## src/shared/flash_host_pkg.sv

```systemverilog
// package: constants and carriers for the flash host controller
package flash_host_pkg;
  localparam int unsigned CLK_PERIOD_NS  = 20;
  localparam int unsigned ADDR_W         = 20;
  localparam int unsigned DATA_W         = 8;
  localparam int unsigned BLOCK_COUNT    = 16;
  localparam int unsigned BLOCK_BYTES    = 65536;
  localparam int unsigned BLOCK_SEL_LSB  = 16;
  localparam int unsigned READ_WAKE_NS   = 400;
  localparam int unsigned CMD_WAKE_NS    = 1000;
  localparam int unsigned READ_WAKE_CYC  =
    (READ_WAKE_NS + CLK_PERIOD_NS - 1) / CLK_PERIOD_NS;
  localparam int unsigned CMD_WAKE_CYC   =
    (CMD_WAKE_NS + CLK_PERIOD_NS - 1) / CLK_PERIOD_NS;
  localparam int unsigned STROBE_CYC     = 4;
  localparam int unsigned READ_CYC       = 6;
  // command codes are parameters of the top; these are plain defaults
  localparam logic [7:0] CMD_PROG_DEF    = 8'h40;
  localparam logic [7:0] CMD_ERASE_DEF   = 8'h20;
  localparam logic [7:0] CMD_CONFIRM_DEF = 8'hD0;
  localparam logic [7:0] CMD_SUSPEND_DEF = 8'hB0;
  localparam logic [7:0] CMD_RESUME_DEF  = 8'hD0;
  localparam logic [7:0] CMD_STATUS_DEF  = 8'h70;
  localparam logic [7:0] CMD_READ_DEF    = 8'hFF;
  localparam logic [2:0] OP_READ         = 3'h0;
  localparam logic [2:0] OP_PROGRAM      = 3'h1;
  localparam logic [2:0] OP_ERASE        = 3'h2;
  localparam logic [2:0] OP_SUSPEND      = 3'h3;
  localparam logic [2:0] OP_RESUME       = 3'h4;
  localparam logic [2:0] OP_STATUS       = 3'h5;
  localparam logic [2:0] OP_POWERDOWN    = 3'h6;
  localparam logic [2:0] OP_WAKE         = 3'h7;

  typedef struct packed {
    logic [2:0]  op;
    logic [19:0] addr;
    logic [7:0]  data;
  } req_s;

  typedef struct packed {
    logic        ce_n;
    logic        oe_n;
    logic        we_n;
    logic [19:0] addr;
    logic [7:0]  dq_out;
    logic        dq_oe;
  } pins_s;
endpackage

```

## src/core/bus_cycle.sv

```systemverilog
// one timed write or read cycle on the flash pins
`timescale 1ns/1ps
module bus_cycle
  import flash_host_pkg::*;
#(
  parameter int unsigned STROBE = STROBE_CYC,
  parameter int unsigned RDLEN  = READ_CYC
) (
  input  wire logic        core_clk,
  input  wire logic        rst,
  input  wire logic        start,
  input  wire logic        is_write,
  input  wire logic [19:0] addr,
  input  wire logic [7:0]  wdata,
  input  wire logic [7:0]  dq_in,
  output pins_s            pins,
  output logic             done,
  output logic [7:0]       rdata
);
  logic [7:0] count;
  logic       active;
  logic       wr;

  // ==========================================================
  // sequencing
  always_ff @(posedge core_clk or posedge rst) begin
    if (rst) begin
      count  <= 8'h00;
      active <= 1'b0;
      wr     <= 1'b0;
      done   <= 1'b0;
    end else begin
      done <= 1'b0;
      // a new cycle waits one edge after done so one start is one cycle
      if (start && !active && !done) begin
        active <= 1'b1;
        wr     <= is_write;
        count  <= 8'h00;
      end else if (active) begin
        count <= count + 8'h01;
        if (count == 8'((wr ? STROBE : RDLEN) + 1)) begin
          active <= 1'b0;
          done   <= 1'b1;
        end
      end
    end
  end

  // ==========================================================
  // pin drive
  always_ff @(posedge core_clk or posedge rst) begin
    if (rst) begin
      pins <= '{ce_n: 1'b1, oe_n: 1'b1, we_n: 1'b1, addr: '0,
                 dq_out: '0, dq_oe: 1'b0};
    end else if (start && !active && !done) begin
      pins.addr   <= addr;
      pins.dq_out <= wdata;
      pins.dq_oe  <= is_write;
      pins.ce_n   <= 1'b0;
      pins.we_n   <= !is_write;
      pins.oe_n   <= is_write;
    end else if (active) begin
      // address and data held across the rising edge of the strobe
      if (wr && count == 8'(STROBE - 1))
        pins.we_n <= 1'b1;
      if (count == 8'((wr ? STROBE : RDLEN) + 1)) begin
        pins.ce_n  <= 1'b1;
        pins.oe_n  <= 1'b1;
        pins.dq_oe <= 1'b0;
      end
    end
  end

  // ==========================================================
  // read capture
  always_ff @(posedge core_clk or posedge rst) begin
    if (rst)
      rdata <= 8'h00;
    else if (active && !wr && count == 8'(RDLEN - 1))
      rdata <= dq_in;
  end
endmodule

```

## src/core/flash_host.sv

```systemverilog
// host controller that drives the flash pins for program, erase and read
`timescale 1ns/1ps
module flash_host
  import flash_host_pkg::*;
#(
  parameter logic [7:0] CMD_PROG    = CMD_PROG_DEF,
  parameter logic [7:0] CMD_ERASE   = CMD_ERASE_DEF,
  parameter logic [7:0] CMD_CONFIRM = CMD_CONFIRM_DEF,
  parameter logic [7:0] CMD_SUSPEND = CMD_SUSPEND_DEF,
  parameter logic [7:0] CMD_RESUME  = CMD_RESUME_DEF,
  parameter logic [7:0] CMD_STATUS  = CMD_STATUS_DEF,
  parameter logic [7:0] CMD_READ    = CMD_READ_DEF
) (
  input  wire logic        core_clk,
  input  wire logic        rst,
  input  wire logic        req_valid,
  input  req_s             req,
  input  wire logic [7:0]  dq_in,
  input  wire logic        ready_busy_output,
  output logic             req_ready,
  output logic             resp_valid,
  output logic [7:0]       resp_data,
  output logic             erase_suspended,
  output logic             ce_n,
  output logic             oe_n,
  output logic             we_n,
  output logic [19:0]      addr,
  output logic [7:0]       dq_out,
  output logic             dq_oe,
  output logic             reset_powerdown_input
);
  typedef enum logic [3:0] {
    S_IDLE   = 4'b0000,
    S_CMD1   = 4'b0001,
    S_CMD2   = 4'b0011,
    S_BUSY   = 4'b0010,
    S_READ   = 4'b0110,
    S_DOWN   = 4'b0111,
    S_WAKE   = 4'b0101,
    S_SUSP   = 4'b0100,
    S_DONE   = 4'b1100
  } state_e;

  state_e      state;
  req_s        cur;
  logic [7:0]  wake_cnt;
  logic        reads_ok;
  logic        cmds_ok;
  logic        cyc_start;
  logic        cyc_write;
  logic [19:0] cyc_addr;
  logic [7:0]  cyc_data;
  logic        cyc_done;
  logic [7:0]  cyc_rdata;
  pins_s       pins;

  // first command code of an operation
  function automatic logic [7:0] first_cmd(input logic [2:0] op);
    case (op)
      OP_PROGRAM: first_cmd = CMD_PROG;
      OP_ERASE:   first_cmd = CMD_ERASE;
      OP_SUSPEND: first_cmd = CMD_SUSPEND;
      OP_RESUME:  first_cmd = CMD_RESUME;
      OP_STATUS:  first_cmd = CMD_STATUS;
      default:    first_cmd = CMD_READ;
    endcase
  endfunction

  // second write of an operation: data byte or confirm code
  function automatic logic [7:0] second_cmd(input req_s r);
    case (r.op)
      OP_PROGRAM: second_cmd = r.data;
      OP_ERASE:   second_cmd = CMD_CONFIRM;
      default:    second_cmd = r.data;
    endcase
  endfunction

  function automatic logic two_writes(input logic [2:0] op);
    two_writes = (op == OP_PROGRAM) || (op == OP_ERASE);
  endfunction

  // ==========================================================
  // pin cycle engine
  bus_cycle u_cycle (
    .core_clk (core_clk),
    .rst      (rst),
    .start    (cyc_start),
    .is_write (cyc_write),
    .addr     (cyc_addr),
    .wdata    (cyc_data),
    .dq_in    (dq_in),
    .pins     (pins),
    .done     (cyc_done),
    .rdata    (cyc_rdata)
  );

  always_comb begin
    cyc_start = 1'b0;
    cyc_write = 1'b1;
    cyc_addr  = cur.addr;
    cyc_data  = first_cmd(cur.op);
    case (state)
      S_CMD1: cyc_start = 1'b1;
      S_CMD2: begin
        cyc_start = 1'b1;
        cyc_data  = second_cmd(cur);
      end
      S_READ: begin
        cyc_start = 1'b1;
        cyc_write = 1'b0;
      end
      default: cyc_start = 1'b0;
    endcase
  end

  // ==========================================================
  // wake timers after reset/powerdown release
  always_ff @(posedge core_clk or posedge rst) begin
    if (rst) begin
      wake_cnt <= 8'h00;
      reads_ok <= 1'b0;
      cmds_ok  <= 1'b0;
    end else if (!reset_powerdown_input) begin
      wake_cnt <= 8'h00;
      reads_ok <= 1'b0;
      cmds_ok  <= 1'b0;
    end else begin
      if (!cmds_ok)
        wake_cnt <= wake_cnt + 8'h01;
      if (wake_cnt >= 8'(READ_WAKE_CYC))
        reads_ok <= 1'b1;
      if (wake_cnt >= 8'(CMD_WAKE_CYC))
        cmds_ok <= 1'b1;
    end
  end

  // ==========================================================
  // main sequencer
  always_ff @(posedge core_clk or posedge rst) begin
    if (rst) begin
      state                 <= S_DOWN;
      cur                   <= '0;
      req_ready             <= 1'b0;
      resp_valid            <= 1'b0;
      resp_data             <= 8'h00;
      erase_suspended       <= 1'b0;
      reset_powerdown_input <= 1'b0;
    end else begin
      resp_valid <= 1'b0;
      req_ready  <= 1'b0;
      case (state)
        S_IDLE: begin
          req_ready <= 1'b1;
          if (req_valid && req_ready) begin
            cur       <= req;
            req_ready <= 1'b0;
            case (req.op)
              OP_POWERDOWN: begin
                reset_powerdown_input <= 1'b0;
                erase_suspended       <= 1'b0;
                state                 <= S_DONE;
              end
              OP_WAKE: begin
                if (!reset_powerdown_input)
                  state <= S_DOWN;
                else
                  state <= S_DONE;
              end
              OP_PROGRAM,
              OP_ERASE: begin
                if (reset_powerdown_input && ready_busy_output
                    && !erase_suspended)
                  state <= S_CMD1;
                else
                  state <= S_DONE;
              end
              OP_RESUME: begin
                if (erase_suspended && reset_powerdown_input)
                  state <= S_CMD1;
                else
                  state <= S_DONE;
              end
              default: begin
                // a read first writes the read-array code
                if (reset_powerdown_input)
                  state <= S_CMD1;
                else
                  state <= S_DONE;
              end
            endcase
          end
        end
        S_CMD1: begin
          if (cyc_done) begin
            if (two_writes(cur.op))
              state <= S_CMD2;
            else if (cur.op == OP_SUSPEND)
              state <= S_BUSY;
            else if (cur.op == OP_RESUME) begin
              erase_suspended <= 1'b0;
              state           <= S_DONE;
            end else
              state <= S_READ;
          end
        end
        S_CMD2: begin
          // erase goes to the block in addr[19:16]
          if (cyc_done)
            state <= S_BUSY;
        end
        S_BUSY: begin
          if (ready_busy_output) begin
            if (cur.op == OP_SUSPEND) begin
              erase_suspended <= 1'b1;
              state           <= S_SUSP;
            end else begin
              cur.op <= OP_STATUS;
              state  <= S_CMD1;
            end
          end
        end
        S_SUSP: state <= S_DONE;
        S_READ: begin
          if (cyc_done) begin
            resp_data <= cyc_rdata;
            state     <= S_DONE;
          end
        end
        S_DOWN: begin
          // leave powerdown after reset or on a wake request
          reset_powerdown_input <= 1'b1;
          state                 <= S_WAKE;
        end
        S_WAKE: begin
          if (cmds_ok && reads_ok)
            state <= S_DONE;
        end
        S_DONE: begin
          resp_valid <= 1'b1;
          state      <= S_IDLE;
        end
        default: state <= S_IDLE;
      endcase
    end
  end

  // ==========================================================
  // registered pin outputs; idle leaves chip select high
  always_ff @(posedge core_clk or posedge rst) begin
    if (rst) begin
      ce_n   <= 1'b1;
      oe_n   <= 1'b1;
      we_n   <= 1'b1;
      addr   <= 20'h0_0000;
      dq_out <= 8'h00;
      dq_oe  <= 1'b0;
    end else begin
      ce_n   <= pins.ce_n;
      oe_n   <= pins.oe_n;
      we_n   <= pins.we_n;
      addr   <= pins.addr;
      dq_out <= pins.dq_out;
      dq_oe  <= pins.dq_oe;
    end
  end
endmodule

```

## config.mk

```make
export PLATFORM = sky130hd
export DESIGN_NAME = flash_host
export DESIGN_NICKNAME = d
export VERILOG_FILES = /design/src/shared/flash_host_pkg.sv /design/src/core/bus_cycle.sv /design/src/core/flash_host.sv
export SDC_FILE = /design/constraint.sdc
export NUM_CORES = 1
export LEC_CHECK = 0
export ABC_AREA = 1
export BUFFER_PORTS_ARGS = -buffer_cell sky130_fd_sc_hd__buf_2
export CAP_MARGIN = 20
export CORE_MARGIN = 3
export CORE_UTILIZATION = 61
export DETAILED_ROUTE_END_ITERATION = 10
export HOLD_SLACK_MARGIN = 0.03
export PLACE_DENSITY = 0.93
export SYNTH_ARGS = -nofsm -noshare
export SYNTH_HDL_FRONTEND = slang
export SYNTH_SLANG_ARGS = --single-unit
```

## constraint.sdc

```tcl
create_clock -name core_clk -period 8.7 [get_ports core_clk]
set_input_delay 1.305 -clock core_clk [delete_from_list [all_inputs] [get_ports core_clk]]
set_output_delay 1.305 -clock core_clk [all_outputs]
set_load 0.03 [all_outputs]
```

==> results.sh <==
export IMPL_synth_edff_count=0
export IMPL_r2r_end="u_cycle.pins[29]"
export IMPL_maxCapViolations=0
export IMPL_wl_per_cell_um=20.3
export IMPL_ios=87
export IMPL_post_route_min_period_ns=2.96
export IMPL_synth_area_sq_um=5650
export IMPL_die_h_um=102
export IMPL_fp_dieW_um=102
export IMPL_grt_usage_pct=30.1
export IMPL_r2r_start="state[2]"
export IMPL_area_growth_pct=19.0
export IMPL_synth_seq_cells=140
export IMPL_n_antenna_cell=0
export IMPL_grt_overflow_total=0
export IMPL_hold_depth=0
export IMPL_detail_route_antenna_nets=0
export IMPL_fin_crit_sh_pct=34.0
export IMPL_final_hold_violation_count=0
export IMPL_peakVddDrop_mv=0.180
export IMPL_worst_setup_path_type="reg2reg"
export IMPL_ctsResizeCount=0
export IMPL_fillers=481
export IMPL_synth_ff_type="dfrtp_1"
export IMPL_root_buffer="clkbuf_8"
export IMPL_postCtsHoldBufs=0
export IMPL_p_leak_nw=3.57
export IMPL_drtPass1Iterations=8
export IMPL_cpMaxStageDelayCell="inv_2"
export IMPL_num_vias=4573
export IMPL_dp_cells=709
export IMPL_wl_um=15000
export IMPL_portBuffers=86
export IMPL_clock_sinks=140
export IMPL_fmax_ghz=0.338
export IMPL_start_util_pct=63.9
export IMPL_async_reset_ff_share_pct=100
export IMPL_synth_nets=571
export IMPL_rrSetupSlack_ns=5.74
export IMPL_die_area_sq_um=10500
export IMPL_max_stage_delay_ns=0.71
export IMPL_path_cells="inv_2, nor2_2, nand2_1, o21ai_2, nand3_2, inv_2, nand2_1, a21boi_1"
export IMPL_cp_required_ns=9.13
export IMPL_grt_antenna_before_repair=0
export IMPL_final_nets=667
export IMPL_crit_fanout=40
export IMPL_yosys_warnings=0
export IMPL_place_congestion=0.970
export IMPL_synth_area_top_cells="dfrtp_1 58%, nand2_1 8.7%, mux2_4 5.3%"
export IMPL_placed_area_sq_um=6150
export IMPL_clk_latency_ns=0.54
export IMPL_status="complete, no violations"
export IMPL_cts_tree="yes"
export IMPL_setup_violations=0
export IMPL_hold_class="reg2reg"
export IMPL_grt_max_degree=81
export IMPL_synth_top_area_cell="dfrtp_1"
export IMPL_setup_tns_ns=0
export IMPL_worstHoldStart="u_cycle.pins[30]"
export IMPL_drc_errors=0
export IMPL_p_total_mw=2.74
export IMPL_rsz0062_at_grt="no"
export IMPL_tightestPinTransition_ns=0.960
export IMPL_post_cts_setup_buffers=0
export IMPL_avgViaCountPerCell=6.18
export IMPL_synth_top_cell_area_share_pct=58.0
export IMPL_cts_clk_slew_worst_paths_ns=0.06
export IMPL_clock_skew_ns=0.00799
export IMPL_synth_cell_types=36
export IMPL_drt_iter0_markers=618
export IMPL_powerDensity_nw_per_um2=407
export IMPL_drv_slew=0
export IMPL_r2r_cells=8
export IMPL_holdPathEnd="oe_n"
export IMPL_setup_worst_path_end_class="flip-flop"
export IMPL_drive_above_1_share_pct=29.6
export IMPL_start_kind="flip-flop"
export IMPL_syn_instance_count=524
export IMPL_h_tree_depth=4
export IMPL_fin_area_sq_um=6730
export IMPL_coreArea_sq_um=8850
export IMPL_fin_util_pct=76.0
export IMPL_final_cells=740
export IMPL_cts_path_max_buffers=2
export IMPL_synth_seq_area_share_pct=62.2
export IMPL_cts_inserted_buffers=17
export IMPL_hpwl_um=8460
export IMPL_arrival_ns=3.39
export IMPL_grt_pass1_vias=4586
export IMPL_slew_headroom_pct=36.0
export IMPL_synth_area_per_cell_sq_um=10.8
export IMPL_grt_pass1_wl_um=23700
export IMPL_synth_top_cells_by_count="131 x dfrtp_1, 131 x nand2_1, 47 x inv_1"
export IMPL_core_rowCount=34
## power by group
| group | internal [mW] | switching (mW) | leakage (nW) | total (mW) |
|---|---|---|---|---|
| logic | 0.310 | 0.569 | 1.56 | 0.879 |
| registers | 0.939 | 0.206 | 1.73 | 1.15 |
| clock network | 0.413 | 0.299 | 0.277 | 0.711 |
| total | 1.66 | 1.07 | 3.57 | 2.74 |
## logic make-up after synthesis
| family | share of synthesized area (%) |
|---|---|
| simple gates | 16.7 |
| fa+ha+maj | 0.886 |
| buf+inv | 4.91 |
| mux | 10.1 |
| flops | 62.2 |
| compound gates | 5.25 |
## cell usage in the layout (no fill, tap or decap), drive strengths merged, types with 5 or more instances in the layout
master  count
dfstp       9
nand4       7
clkbuf     17
inv        57
nor2       45
nand2     133
nand3      23
buf        87
o21ai      24
mux2       44
nor3        8
dfrtp     131
clkinv      5
a21oi      15
## critical path, delay by kind of cell (launching register included)
| kind | cells | cell delay, ns |
|---|---|---|
| AO/OA/AOI/OAI | 2 | 0.29 |
| buffers and inverters | 2 | 0.78 |
| flip-flops | 1 | 0.58 |
| AND/OR/NAND/NOR | 4 | 1.18 |
## flip-flops by register name, summed over array words and instances, names as in the netlist, 4 cells and up
signal	cells
u_cycle.rdata	8
dq_out	8
cyc_addr	20
cur	11
addr	20
u_cycle.count	8
resp_data	8
wake_cnt	8
state	4
u_cycle.pins	32
## layer usage
layer	track usage, %	vias to the layer above	routed length, um
li1	-	1900	-
met5	0	-	0
met3	7.71	98	1390
met1	37.2	2198	5390
met4	13.0	0	739
met2	50.4	377	7490
## area by class of cell
class                   instances  area, sq um  area share [%]
flip-flops and latches        140         3510            52.3
multi-input cells             322         1860            27.6
repair buffers                 87          438            6.51
clock buffers                  17          414            6.16
inverters                      52          203            3.01
clock inverters                14          161            2.40
well taps                     108          135            2.01
## metrics by stage
step	hold WS, ns	setup slack (ns)
finish	0.368	5.74
global route	0.373	5.59
CTS	0.368	5.83
detailed placement	0.357	5.92
global placement	0.358	5.97
floorplan	0.354	3.66
## how the worst max path moves through the flow
stage / startpoint / to / slack [ns] / cells after the start
after floorplan: rst / addr[0] / 3.66 / 1
after global placement: rst / wake_cnt[6] / 5.97 / 3
after detailed placement: rst / wake_cnt[3] / 5.92 / 3
after CTS: state[2] / u_cycle.pins[29] / 5.83 / 8
after global routing: state[2] / u_cycle.pins[7] / 5.59 / 8
final: state[2] / u_cycle.pins[29] / 5.74 / 8
Note: power is estimated with default switching activity, not from simulation.
